### src/rtl/rtc_pkg.sv
// constants for the bcd calendar clock: offsets, field positions, resets.
// assumes a 32-bit classic wishbone slave and one 10 MHz clock.
package rtc_pkg;
  // byte offsets, one aligned word each
  localparam logic [5:0] OFS_MODE = 6'h00;
  localparam logic [5:0] OFS_HOUR_MODE = 6'h04;
  localparam logic [5:0] OFS_TIME = 6'h08;
  localparam logic [5:0] OFS_CAL = 6'h0c;
  localparam logic [5:0] OFS_TIME_ALARM = 6'h10;
  localparam logic [5:0] OFS_CAL_ALARM = 6'h14;
  localparam logic [5:0] OFS_STATUS = 6'h18;
  localparam logic [5:0] OFS_STATUS_CLEAR = 6'h1c;
  localparam logic [5:0] OFS_IRQ_SET = 6'h20;
  localparam logic [5:0] OFS_IRQ_CLEAR = 6'h24;
  localparam logic [5:0] OFS_IRQ_STATE = 6'h28;
  localparam logic [5:0] OFS_ENTRY_ERR = 6'h2c;
  // mode and hour mode register fields
  localparam int TIME_UPD_BIT = 0;
  localparam int CAL_UPD_BIT = 1;
  localparam int TEV_SEL_LSB = 8;
  localparam int CEV_SEL_LSB = 16;
  localparam int HOUR_FMT_BIT = 0;
  // time and time alarm fields
  localparam int SEC_LSB = 0;
  localparam int MIN_LSB = 8;
  localparam int HOUR_LSB = 16;
  localparam int HALF_DAY_BIT = 22;
  localparam int SEC_EN_BIT = 7;
  localparam int MIN_EN_BIT = 15;
  localparam int HOUR_EN_BIT = 23;
  // calendar and calendar alarm fields
  localparam int CENTURY_FIELD_LSB = 0;
  localparam int YEAR_LSB = 8;
  localparam int MONTH_LSB = 16;
  localparam int DAY_LSB = 21;
  localparam int DATE_LSB = 24;
  localparam int MONTH_EN_BIT = 23;
  localparam int DATE_EN_BIT = 31;
  // status / mask bits
  localparam int ST_ACK = 0;
  localparam int ST_ALARM = 1;
  localparam int ST_SEC = 2;
  localparam int ST_TIME_EVENT_FLAG = 3;
  localparam int ST_CALENDAR_EVENT_FLAG = 4;
  // entry error bits
  localparam int ERR_TIME = 0;
  localparam int ERR_CAL = 1;
  localparam int ERR_TIME_ALARM = 2;
  localparam int ERR_CAL_ALARM = 3;
  // reset values
  localparam logic [31:0] TIME_RESET = 32'h00000000;
  localparam logic [31:0] CAL_RESET = 32'h01819819;
  // timing
  localparam int CLOCK_HZ = 10000000;
  localparam int TICK_PERIOD_S = 1;
  localparam int SECOND_CYCLES = CLOCK_HZ * TICK_PERIOD_S;
endpackage

### src/rtl/bcd_calendar_clock_alarm.sv
// bcd calendar clock with alarm, events and entry checking.
// assumes a classic wishbone master on clock_i; seconds come from a divider.
`timescale 1ns/100ps
module bcd_calendar_clock_alarm #(
  parameter int SECOND_CYCLES = rtc_pkg::SECOND_CYCLES
) (
  input wire logic clock_i,
  input wire logic reset_n_i,
  input wire logic wb_cyc_i,
  input wire logic wb_stb_i,
  input wire logic wb_we_i,
  input wire logic [5:0] wb_adr_i,
  input wire logic [3:0] wb_sel_i,
  input wire logic [31:0] wb_dat_i,
  output logic [31:0] wb_dat_o,
  output logic wb_ack_o,
  output logic irq_o
);

  typedef struct packed {
    logic [31:0] div;
    logic time_req;
    logic cal_req;
    logic [1:0] tev_sel;
    logic [1:0] cev_sel;
    logic hour_fmt;
    logic time_stop;
    logic cal_stop;
    logic [7:0] sec;
    logic [7:0] min;
    logic [7:0] hour;
    logic [7:0] century_field;
    logic [7:0] year;
    logic [7:0] month;
    logic [2:0] day;
    logic [7:0] date;
    logic [7:0] al_sec;
    logic [7:0] al_min;
    logic [7:0] al_hour;
    logic al_pm;
    logic al_sec_en;
    logic al_min_en;
    logic al_hour_en;
    logic [7:0] al_month;
    logic [7:0] al_date;
    logic al_month_en;
    logic al_date_en;
    logic [4:0] status;
    logic [4:0] mask;
    logic [3:0] err;
    logic ack;
    logic [31:0] rdata;
  } state_s;

  state_s q;
  state_s n;

  // bcd step with digit carry
  function automatic logic [7:0] bcd_inc(input logic [7:0] x);
    if (x[3:0] == 4'h9)
      bcd_inc = {x[7:4] + 4'h1, 4'h0};
    else
      bcd_inc = {x[7:4], x[3:0] + 4'h1};
  endfunction

  function automatic logic bcd_rng(input logic [7:0] x, input logic [7:0] lo,
                                   input logic [7:0] hi);
    bcd_rng = (x[3:0] <= 4'h9) && (x[7:4] <= 4'h9) && (x >= lo) && (x <= hi);
  endfunction

  // divisible by four, checked on the two bcd digits
  function automatic logic leap(input logic [7:0] y);
    if (y[4])
      leap = (y[3:0] == 4'h2) || (y[3:0] == 4'h6);
    else
      leap = (y[3:0] == 4'h0) || (y[3:0] == 4'h4) || (y[3:0] == 4'h8);
  endfunction

  function automatic logic [7:0] days_in(input logic [7:0] m,
                                         input logic [7:0] y);
    unique case (m)
      8'h02: days_in = leap(y) ? 8'h29 : 8'h28;
      8'h04, 8'h06, 8'h09, 8'h11: days_in = 8'h30;
      default: days_in = 8'h31;
    endcase
  endfunction

  function automatic logic hour_ok(input logic [7:0] h, input logic pm,
                                   input logic fmt12);
    if (fmt12)
      hour_ok = bcd_rng(h, 8'h01, 8'h12);
    else
      hour_ok = bcd_rng(h, 8'h00, 8'h23) && !pm;
  endfunction

  // 12-hour entry to 24-hour bcd; only hours 01..11 pm need the add
  function automatic logic [7:0] to_24(input logic [7:0] h, input logic pm,
                                       input logic fmt12);
    logic [6:0] b;
    b = 7'(h[7:4]) * 7'd10 + 7'(h[3:0]) + 7'd12;
    if (!fmt12)
      to_24 = h;
    else if (h == 8'h12)
      to_24 = pm ? 8'h12 : 8'h00;
    else if (!pm)
      to_24 = h;
    else
      to_24 = {4'(b / 7'd10), 4'(b % 7'd10)};
  endfunction

  logic req, tick, time_run, cal_run, min_ch, hour_ch, midnight, noon;
  logic day_adv, month_ch, year_ch, tev_hit, cev_hit, al_hit, al_any;
  logic [4:0] st_set, st_clr;
  logic [31:0] rd_val, bmask, w;
  logic [7:0] wh, wdate, wmonth, wyear, wcent;
  logic [2:0] wday;
  logic cal_ok;

  assign req = wb_cyc_i && wb_stb_i && !q.ack;
  assign tick = (q.div == 32'(SECOND_CYCLES - 1));
  assign bmask = {{8{wb_sel_i[3]}}, {8{wb_sel_i[2]}}, {8{wb_sel_i[1]}},
                  {8{wb_sel_i[0]}}};
  assign wb_dat_o = q.rdata;
  assign wb_ack_o = q.ack;
  assign irq_o = |(q.status & q.mask);

  // readback of the addressed word; also the base for byte-lane merges
  always_comb
  begin
    rd_val = 32'h0;
    unique case (wb_adr_i[5:2])
      rtc_pkg::OFS_MODE[5:2]:
      begin
        rd_val[rtc_pkg::TIME_UPD_BIT] = q.time_req;
        rd_val[rtc_pkg::CAL_UPD_BIT] = q.cal_req;
        rd_val[rtc_pkg::TEV_SEL_LSB +: 2] = q.tev_sel;
        rd_val[rtc_pkg::CEV_SEL_LSB +: 2] = q.cev_sel;
      end
      rtc_pkg::OFS_HOUR_MODE[5:2]: rd_val[rtc_pkg::HOUR_FMT_BIT] = q.hour_fmt;
      rtc_pkg::OFS_TIME[5:2]:
      begin
        rd_val[rtc_pkg::SEC_LSB +: 7] = q.sec[6:0];
        rd_val[rtc_pkg::MIN_LSB +: 7] = q.min[6:0];
        rd_val[rtc_pkg::HOUR_LSB +: 6] = q.hour[5:0];
        rd_val[rtc_pkg::HALF_DAY_BIT] = q.hour_fmt && (q.hour >= 8'h12);
      end
      rtc_pkg::OFS_CAL[5:2]:
      begin
        rd_val[rtc_pkg::CENTURY_FIELD_LSB +: 7] = q.century_field[6:0];
        rd_val[rtc_pkg::YEAR_LSB +: 8] = q.year;
        rd_val[rtc_pkg::MONTH_LSB +: 5] = q.month[4:0];
        rd_val[rtc_pkg::DAY_LSB +: 3] = q.day;
        rd_val[rtc_pkg::DATE_LSB +: 6] = q.date[5:0];
      end
      rtc_pkg::OFS_TIME_ALARM[5:2]:
      begin
        rd_val[rtc_pkg::SEC_LSB +: 7] = q.al_sec[6:0];
        rd_val[rtc_pkg::SEC_EN_BIT] = q.al_sec_en;
        rd_val[rtc_pkg::MIN_LSB +: 7] = q.al_min[6:0];
        rd_val[rtc_pkg::MIN_EN_BIT] = q.al_min_en;
        rd_val[rtc_pkg::HOUR_LSB +: 6] = q.al_hour[5:0];
        rd_val[rtc_pkg::HALF_DAY_BIT] = q.al_pm;
        rd_val[rtc_pkg::HOUR_EN_BIT] = q.al_hour_en;
      end
      rtc_pkg::OFS_CAL_ALARM[5:2]:
      begin
        rd_val[rtc_pkg::MONTH_LSB +: 5] = q.al_month[4:0];
        rd_val[rtc_pkg::MONTH_EN_BIT] = q.al_month_en;
        rd_val[rtc_pkg::DATE_LSB +: 6] = q.al_date[5:0];
        rd_val[rtc_pkg::DATE_EN_BIT] = q.al_date_en;
      end
      rtc_pkg::OFS_STATUS[5:2]: rd_val[4:0] = q.status;
      rtc_pkg::OFS_IRQ_STATE[5:2]: rd_val[4:0] = q.mask;
      rtc_pkg::OFS_ENTRY_ERR[5:2]: rd_val[3:0] = q.err;
      default: rd_val = 32'h0;
    endcase
  end

  always_comb
  begin
    n = q;
    w = (rd_val & ~bmask) | (wb_dat_i & bmask);
    st_set = 5'h0;
    st_clr = 5'h0;
    n.ack = req;
    n.rdata = req ? rd_val : q.rdata;
    n.div = tick ? 32'h0 : q.div + 32'h1;
    time_run = tick && !q.time_req;
    cal_run = !q.cal_req;
    min_ch = time_run && (q.sec == 8'h59);
    hour_ch = min_ch && (q.min == 8'h59);
    midnight = hour_ch && (q.hour == 8'h23);
    noon = hour_ch && (q.hour == 8'h11);
    day_adv = midnight && cal_run;
    month_ch = day_adv && (q.date == days_in(q.month, q.year));
    year_ch = month_ch && (q.month == 8'h12);
    // counters advance on the one-second enable
    if (time_run)
    begin
      n.sec = (q.sec == 8'h59) ? 8'h00 : bcd_inc(q.sec);
      if (min_ch)
        n.min = (q.min == 8'h59) ? 8'h00 : bcd_inc(q.min);
      if (hour_ch)
        n.hour = (q.hour == 8'h23) ? 8'h00 : bcd_inc(q.hour);
    end
    if (day_adv)
    begin
      n.day = (q.day == 3'h7) ? 3'h1 : q.day + 3'h1;
      n.date = month_ch ? 8'h01 : bcd_inc(q.date);
    end
    if (month_ch)
      n.month = year_ch ? 8'h01 : bcd_inc(q.month);
    if (year_ch)
    begin
      n.year = (q.year == 8'h99) ? 8'h00 : bcd_inc(q.year);
      if (q.year == 8'h99)
        n.century_field = (q.century_field == 8'h19) ? 8'h20 : 8'h19;
    end
    // events
    unique case (q.tev_sel)
      2'b00: tev_hit = min_ch;
      2'b01: tev_hit = hour_ch;
      2'b10: tev_hit = midnight;
      2'b11: tev_hit = noon;
    endcase
    unique case (q.cev_sel)
      2'b00: cev_hit = day_adv && (n.day == 3'h1);
      2'b01: cev_hit = month_ch;
      2'b10: cev_hit = year_ch;
      2'b11: cev_hit = 1'b0;
    endcase
    // alarm compares the freshly stepped counters
    al_any = q.al_sec_en || q.al_min_en || q.al_hour_en || q.al_month_en ||
             q.al_date_en;
    al_hit = time_run && al_any &&
             (!q.al_sec_en || (n.sec == q.al_sec)) &&
             (!q.al_min_en || (n.min == q.al_min)) &&
             (!q.al_hour_en ||
              (n.hour == to_24(q.al_hour, q.al_pm, q.hour_fmt))) &&
             (!q.al_month_en || (n.month == q.al_month)) &&
             (!q.al_date_en || (n.date == q.al_date));
    st_set[rtc_pkg::ST_SEC] = time_run;
    st_set[rtc_pkg::ST_TIME_EVENT_FLAG] = tev_hit;
    st_set[rtc_pkg::ST_CALENDAR_EVENT_FLAG] = cev_hit;
    st_set[rtc_pkg::ST_ALARM] = al_hit;
    // stop takes hold only on a second boundary
    if (tick && q.time_req && !q.time_stop)
      n.time_stop = 1'b1;
    if (tick && q.cal_req && !q.cal_stop)
      n.cal_stop = 1'b1;
    st_set[rtc_pkg::ST_ACK] = (n.time_stop && !q.time_stop) ||
                              (n.cal_stop && !q.cal_stop);
    // hour and calendar field decode of the merged write word
    wh = {2'b00, w[rtc_pkg::HOUR_LSB +: 6]};
    wcent = {1'b0, w[rtc_pkg::CENTURY_FIELD_LSB +: 7]};
    wyear = w[rtc_pkg::YEAR_LSB +: 8];
    wmonth = {3'b000, w[rtc_pkg::MONTH_LSB +: 5]};
    wday = w[rtc_pkg::DAY_LSB +: 3];
    wdate = {2'b00, w[rtc_pkg::DATE_LSB +: 6]};
    cal_ok = ((wcent == 8'h19) || (wcent == 8'h20)) &&
             bcd_rng(wyear, 8'h00, 8'h99) &&
             (wday >= 3'h1) && (wday <= 3'h7) &&
             bcd_rng(wmonth, 8'h01, 8'h12) &&
             bcd_rng(wdate, 8'h01, 8'h31) &&
             (wdate <= days_in(wmonth, wyear));
    if (req && wb_we_i)
    begin
      unique case (wb_adr_i[5:2])
        rtc_pkg::OFS_MODE[5:2]:
        begin
          n.time_req = w[rtc_pkg::TIME_UPD_BIT];
          n.cal_req = w[rtc_pkg::CAL_UPD_BIT];
          n.tev_sel = w[rtc_pkg::TEV_SEL_LSB +: 2];
          n.cev_sel = w[rtc_pkg::CEV_SEL_LSB +: 2];
          if (!w[rtc_pkg::TIME_UPD_BIT])
            n.time_stop = 1'b0;
          if (!w[rtc_pkg::CAL_UPD_BIT])
            n.cal_stop = 1'b0;
        end
        rtc_pkg::OFS_HOUR_MODE[5:2]:
          n.hour_fmt = w[rtc_pkg::HOUR_FMT_BIT];
        rtc_pkg::OFS_TIME[5:2]:
          if (q.time_stop)
          begin
            if (bcd_rng(w[rtc_pkg::SEC_LSB +: 8], 8'h00, 8'h59) &&
                bcd_rng(w[rtc_pkg::MIN_LSB +: 8], 8'h00, 8'h59) &&
                hour_ok(wh, w[rtc_pkg::HALF_DAY_BIT], q.hour_fmt))
            begin
              n.sec = w[rtc_pkg::SEC_LSB +: 8];
              n.min = w[rtc_pkg::MIN_LSB +: 8];
              n.hour = to_24(wh, w[rtc_pkg::HALF_DAY_BIT], q.hour_fmt);
              n.err[rtc_pkg::ERR_TIME] = 1'b0;
            end
            else
              n.err[rtc_pkg::ERR_TIME] = 1'b1;
          end
        rtc_pkg::OFS_CAL[5:2]:
          if (q.cal_stop)
          begin
            if (cal_ok)
            begin
              n.century_field = wcent;
              n.year = wyear;
              n.month = wmonth;
              n.day = wday;
              n.date = wdate;
              n.err[rtc_pkg::ERR_CAL] = 1'b0;
            end
            else
              n.err[rtc_pkg::ERR_CAL] = 1'b1;
          end
        rtc_pkg::OFS_TIME_ALARM[5:2]:
          if (bcd_rng({1'b0, w[rtc_pkg::SEC_LSB +: 7]}, 8'h00, 8'h59) &&
              bcd_rng({1'b0, w[rtc_pkg::MIN_LSB +: 7]}, 8'h00, 8'h59) &&
              hour_ok(wh, w[rtc_pkg::HALF_DAY_BIT], q.hour_fmt))
          begin
            n.al_sec = {1'b0, w[rtc_pkg::SEC_LSB +: 7]};
            n.al_sec_en = w[rtc_pkg::SEC_EN_BIT];
            n.al_min = {1'b0, w[rtc_pkg::MIN_LSB +: 7]};
            n.al_min_en = w[rtc_pkg::MIN_EN_BIT];
            n.al_hour = wh;
            n.al_pm = w[rtc_pkg::HALF_DAY_BIT];
            n.al_hour_en = w[rtc_pkg::HOUR_EN_BIT];
            n.err[rtc_pkg::ERR_TIME_ALARM] = 1'b0;
          end
          else
            n.err[rtc_pkg::ERR_TIME_ALARM] = 1'b1;
        rtc_pkg::OFS_CAL_ALARM[5:2]:
          if (bcd_rng(wmonth, 8'h01, 8'h12) &&
              bcd_rng(wdate, 8'h01, 8'h31))
          begin
            n.al_month = wmonth;
            n.al_month_en = w[rtc_pkg::MONTH_EN_BIT];
            n.al_date = wdate;
            n.al_date_en = w[rtc_pkg::DATE_EN_BIT];
            n.err[rtc_pkg::ERR_CAL_ALARM] = 1'b0;
          end
          else
            n.err[rtc_pkg::ERR_CAL_ALARM] = 1'b1;
        rtc_pkg::OFS_STATUS_CLEAR[5:2]: st_clr = w[4:0];
        rtc_pkg::OFS_IRQ_SET[5:2]: n.mask = q.mask | w[4:0];
        rtc_pkg::OFS_IRQ_CLEAR[5:2]: n.mask = q.mask & ~w[4:0];
        default: st_clr = 5'h0; // read-only and unmapped words swallow it
      endcase
    end
    // a new event beats a clear in the same cycle
    n.status = (q.status & ~st_clr) | st_set;
  end

  always_ff @(posedge clock_i or negedge reset_n_i)
  begin
    if (!reset_n_i)
    begin
      q <= '0;
      q.sec <= {1'b0, rtc_pkg::TIME_RESET[rtc_pkg::SEC_LSB +: 7]};
      q.min <= {1'b0, rtc_pkg::TIME_RESET[rtc_pkg::MIN_LSB +: 7]};
      q.hour <= {2'b00, rtc_pkg::TIME_RESET[rtc_pkg::HOUR_LSB +: 6]};
      q.century_field <= {1'b0, rtc_pkg::CAL_RESET[rtc_pkg::CENTURY_FIELD_LSB +: 7]};
      q.year <= rtc_pkg::CAL_RESET[rtc_pkg::YEAR_LSB +: 8];
      q.month <= {3'b000, rtc_pkg::CAL_RESET[rtc_pkg::MONTH_LSB +: 5]};
      q.day <= rtc_pkg::CAL_RESET[rtc_pkg::DAY_LSB +: 3];
      q.date <= {2'b00, rtc_pkg::CAL_RESET[rtc_pkg::DATE_LSB +: 6]};
    end
    else
      q <= n;
  end

endmodule

### config.mk
export PLATFORM = sky130hd
export DESIGN_NAME = bcd_calendar_clock_alarm
export DESIGN_NICKNAME = d
export VERILOG_FILES = /design/src/rtl/rtc_pkg.sv /design/src/rtl/bcd_calendar_clock_alarm.sv
export SDC_FILE = /design/constraint.sdc
export NUM_CORES = 1
export LEC_CHECK = 0
export ABC_CLOCK_PERIOD_IN_PS = 9400
export BUFFER_PORTS_ARGS = -buffer_cell sky130_fd_sc_hd__buf_4
export CAP_MARGIN = 20
export CORE_MARGIN = 3
export CORE_UTILIZATION = 25
export DETAILED_ROUTE_END_ITERATION = 8
export HOLD_SLACK_MARGIN = 0.06
export PLACE_DENSITY_LB_ADDON = 0.08
export SLEW_MARGIN = 0
export SYNTH_ARGS = -nofsm -noshare
export SYNTH_HDL_FRONTEND = slang
export SYNTH_SLANG_ARGS = --single-unit
### constraint.sdc
create_clock -name clock_i -period 9.4 [get_ports clock_i]
set_input_delay 1.88 -clock clock_i [delete_from_list [all_inputs] [get_ports clock_i]]
set_output_delay 1.88 -clock clock_i [all_outputs]
set_load 0.01 [all_outputs]
# Word-level counts from Yosys, hierarchy flattened

Cells that the tools add are included.

Input port bits: 47
Word-level logic and storage cells: 346
Output and inout bits: 34
Register bits: 183

Multiplexer cells: 84
Div/mod/pow operators: 4
Multipliers: 2
Magnitude comparators: 28
Add/sub/neg operators: 18
Bitwise logic cells: 11
Reduce and logical (&&, ||, !) cells: 103
Equality and inequality tests: 61

Operators by type and width:

| cell                  | number |
|---|---|
| $mux 8                | 22 |
| $mux 107              | 1 |
| $mux 35               | 3 |
| $mux 24               | 4 |
| $and 32x32->32        | 2 |
| $logic_and 1x1->1     | 57 |
| $add 4x1->4 const B   | 12 |
| $eq 4x4->1 const B    | 12 |
| $add 32x1->32 const B | 1 |
| $eq 32x24->1 const B  | 1 |
| $eq 4x3->1 const B    | 8 |
| $eq 8x5->1 const B    | 4 |
| $mux 32               | 1 |
| $not 32->32           | 1 |
| $or 32x32->32         | 1 |
| $mux 15               | 2 |
| $pmux 5 s2            | 3 |
| $mux 28               | 1 |
| $mux 27               | 1 |
| $le 4x4->1 const B    | 6 |
| $mux 1                | 22 |
| $mux 5                | 4 |
| $logic_or 1x1->1      | 17 |
| $eq 4x2->1 const B    | 4 |
| other kinds (72)      | 121 |

# Longest topological paths before layout

Depth in word-level cells: 19
Gate-level depth with buffers: 26
Gate-level depth less buffers: 24

# Worst setup path before layout

Ideal clock, no wire load.

Kind: input-to-reg
Start point: in wb_adr_i[4]
End point: reg q[130] (netlist bit)
Required time: 9.323 ns
Path buffers: 5
Setup slack: 2.825 ns
Arrival time: 6.498 ns
Setup time: 0.077 ns
Stages: 25
Cell sequence: buf_4 > buf_6 > buf_6 > nor4b_4 > buf_4 > a221o_1 > mux2_2 > inv_1 > ha_1 > inv_1 > ha_1 > fa_1 > xnor2_1 > nor3b_1 > a21o_1 > a21oi_1 > ha_1 > clkbuf_1 > nand3_1 > nand3_1 > a21oi_1 > o21ai_0 > mux2i_1 > a31oi_1 > a21oi_1

RTL lines:

| item                 | line                            | source |
|---|---|---|
| start, declared      | bcd_calendar_clock_alarm.sv:12  | `input wire logic [5:0] wb_adr_i,` |
| end signal, assigned | bcd_calendar_clock_alarm.sv:365 | `q <= n;` |
| end, declared        | bcd_calendar_clock_alarm.sv:55  | `state_s q;` |

==> impl_metrics.env <==
export IMPL_slew_headroom_pct=27.47
export IMPL_report_final_slew_viol_count=0
export IMPL_p_int_mw=1.431
export IMPL_synth_top_family_by_area="simple AND/OR/NAND/NOR gates"
export IMPL_synth_compound_area_share_pct=19.72
export IMPL_drt_drc_violations_left=0
export IMPL_layout_drive_gt1_share_pct=11.53
export IMPL_cts_root_buf="clkbuf_16"
export IMPL_hp_class="flop to flop"
export IMPL_p_sw_share_pct=32.18
export IMPL_min_to="wb_dat_o[31]"
export IMPL_dpl_hpwl_microns=35240
export IMPL_p_comb_share_pct=19.3
export IMPL_stdcell_count=2226
export IMPL_ctsHoldBuffers=0
export IMPL_io_pins=81
export IMPL_ys_ff_latch=183
export IMPL_arrival_ps=7580
export IMPL_cts_tree="yes"
export IMPL_dieArea_sq_um=54680
export IMPL_setup_viol=0
export IMPL_final_common_cell="nand2_1"
export IMPL_cts_sinks=183
export IMPL_muxShareOfSynthArea_pct=5.197
export IMPL_wl_per_cell_microns=21.26
export IMPL_syn_cell_area_sq_um=12980
export IMPL_hold_start="wb_dat_o[31]"
export IMPL_reg2reg_to="q[43]"
export IMPL_dp_slack_ps=1752
export IMPL_synth_edf_count=0
export IMPL_critical_path_class="input port to flop"
export IMPL_cp_required_ps=9810
export IMPL_clkPwrFrac_pct=39.5
export IMPL_fin_ws_ps=2231
export IMPL_synth_avg_cell_area_sq_um=8.421
export IMPL_vdd_drop_max_v=0.0001376
export IMPL_drt_iter0_markers=836
export IMPL_core_area_sq_um=50680
export IMPL_path_clk_slew_ps=80
export IMPL_die_y_microns=233.8
export IMPL_portBuffers=76
export IMPL_worst_r2r_startpoint="q[71]"
export IMPL_viasPerCell=5.103
export IMPL_ff2ff_setup_slack_ps=3410
export IMPL_fmax_ghz=0.1395
export IMPL_synthXorXnorAreaFrac_pct=4.454
export IMPL_post_dp_cell_area_sq_um=13910
export IMPL_grt_setup_unrepaired="no"
export IMPL_num_vias=11360
export IMPL_start_util_pct=25.60
export IMPL_clk_path_buf_depth=2
export IMPL_grt_max_degree=81
export IMPL_ys_warnings_count=0
export IMPL_holdPathStages=2
export IMPL_fin_area_sq_um=14570
export IMPL_fin_total_pwr_mw=2.110
export IMPL_hold_ws_ps=470.5
export IMPL_rows=82
export IMPL_wl_microns=47330
export IMPL_nNetsFinal=1632
export IMPL_tns_ps=0
export IMPL_worstMarginPinSlew_ps=1058
export IMPL_syn_to_final_growth_pct=12.26
export IMPL_period_needed_ps=7169
export IMPL_syn_inst=1541
export IMPL_final_cell_mix="nand2_1, dfrtp_1, nor2_1, o21ai_0, buf_4"
export IMPL_clkLatencyLatePin_ps=490
export IMPL_grt_pass1_vias=11090
export IMPL_worstSetupEndpointType="flop"
export IMPL_cp_max_fo=40
export IMPL_p_per_area_nw_per_um2=144.8
export IMPL_ys_seq_area_share_pct=35.37
export IMPL_p_switching_mw=0.6788
export IMPL_synthArstFlopShare_pct=100.0
export IMPL_cts_resized=0
export IMPL_post_route_period_util_pct=76.26
export IMPL_sequentialPowerShare_pct=41.3
export IMPL_first_pass_iters=5
export IMPL_leakagePower_nw=6.225
export IMPL_synth_fa_ha_area_share_pct=4.454
export IMPL_antenna_left=0
export IMPL_gp_congestion=0.8083
export IMPL_cts_buffers=17
export IMPL_grt_overflow_total=0
export IMPL_worstRegToRegCells=23
export IMPL_hold_violations=0
export IMPL_post_cts_buffers=0
export IMPL_ctsHtreeMaxLevel=4
export IMPL_fill_cells=5497
export IMPL_clock_skew_ps=14.26
export IMPL_yosys_area_share_simple_pct=23.52
export IMPL_grt_pass1_wl_microns=71500
export IMPL_fin_util_pct=28.74
export IMPL_syn_nets=1633
export IMPL_dp_cells=2192
export IMPL_synth_cell_types=90
export IMPL_antenna_found_initial=1
export IMPL_cp_start_kind="input port"
export IMPL_status="finished, final reports clean"
export IMPL_fp_dieW_microns=233.8
export IMPL_grt_total_usage_pct=17.50
export IMPL_synthFlopType="dfrtp_1"
export IMPL_drv_cap=0
-- power by group through the flow --
stage               Combinational [mW]  Sequential, mW  Clock, mW
finish                           0.406           0.871      0.833
global route                     0.455           0.875      0.885
CTS                              0.407           0.870      0.858
detailed placement               0.404           0.886          0
global placement                 0.403           0.885          0
floorplan                        0.282           0.860          0
-- layout make-up --
class	instances	area [sq um]	area share (%)
Multi-Input combinational cell	1167	7470	51.27
Sequential cell	183	4591	31.51
Tap cell	672	840.8	5.771
Timing Repair Buffer	100	754.5	5.179
Clock buffer	19	432.9	2.971
Inverter	71	266.5	1.829
Clock inverter	13	211.5	1.451
Antenna cell	1	2.502	0.01718
-- sequential cells by signal, indices dropped and copies added, names as in the netlist, named ones only --
name and cells:
wb_ack_o 1, wb_dat_o 31, q 146
-- critical path, stage by stage --
cell and delay, ps:
buf_4 380, nor4bb_4 720, a221o_1 320, mux2_2 300
inv_1 150, ha_1 300, inv_1 40, ha_1 220
fa_1 420, xnor2_1 670, nor3b_1 140, a21o_1 190
a21oi_1 200, ha_1 390, nand3_1 120, nand3_1 110
a21oi_1 40, o21ai_0 430, mux2i_1 260, a31oi_1 110
a21oi_1 160
-- logic make-up after synthesis --
| group | after synthesis |
|---|---|
| AO/OA/AOI/OAI | 393 |
| multiplexers | 65 |
| flip-flops | 183 |
| buffers and inverters | 191 |
| other | 1 |
| adder cells (fa/ha/maj) | 45 |
| AND/OR/NAND/NOR | 597 |
| XOR/XNOR | 66 |
-- Yosys cell counts (9+ instances only) --
cell type  count  area share (%)
nand2_1      197             5.7
dfrtp_1      174              34
nor2_1       116             3.4
o21ai_0      114             4.4
a21oi_1       84             3.2
inv_1         67             1.9
nand3_1       61             2.4
clkbuf_1      49             1.4
mux2i_1       49             3.8
ha_1          43             4.1
buf_4         39             2.3
xnor2_1       37             2.5
nor3_1        33             1.3
xor2_1        29             2.0
a211oi_1      24             1.4
a31oi_1       23             1.1
and2_1        20            0.96
nand3b_1      20             1.2
buf_2         19            0.73
and3_1        18            0.87
nor4_1        17            0.82
a22oi_1       16            0.93
nand2b_1      16            0.77
nand4_1       16            0.77
mux2_2        15             1.3
o31ai_1       13            0.75
o21a_1        11            0.64
o22ai_1       11            0.53
a21o_1        10            0.58
nor2b_1       10            0.48
nor3b_1       10            0.58
or3_1         10            0.48
dfstp_2        9             1.8
nor4bb_1       9            0.69
-- metal layers --
metal | up-vias | track usage [%] | share of wire [%] | routed length, microns
li1 | 5523 | - | - | -
met1 | 5541 | 24.76 | 49 | 23090
met2 | 253 | 27.45 | 45 | 21470
met3 | 42 | 2.782 | 3.8 | 1790
met4 | 0 | 5.260 | 2.1 | 976
met5 | - | 0 | 0 | 0
-- how the worst max path moves through the flow --
| stage | start | endpoint | slack [ps] | cells past startpoint |
|---|---|---|---|---|
| after floorplan | wb_adr_i[4] | q[130] | 2820 | 25 |
| after global placement | wb_adr_i[3] | q[130] | 1790 | 21 |
| after detailed placement | wb_adr_i[3] | q[130] | 1750 | 21 |
| after CTS | wb_adr_i[3] | q[130] | 2260 | 21 |
| after global routing | wb_adr_i[3] | q[130] | 1820 | 21 |
| final | wb_adr_i[3] | q[130] | 2230 | 21 |
Note: power is estimated with default switching activity, not from simulation.
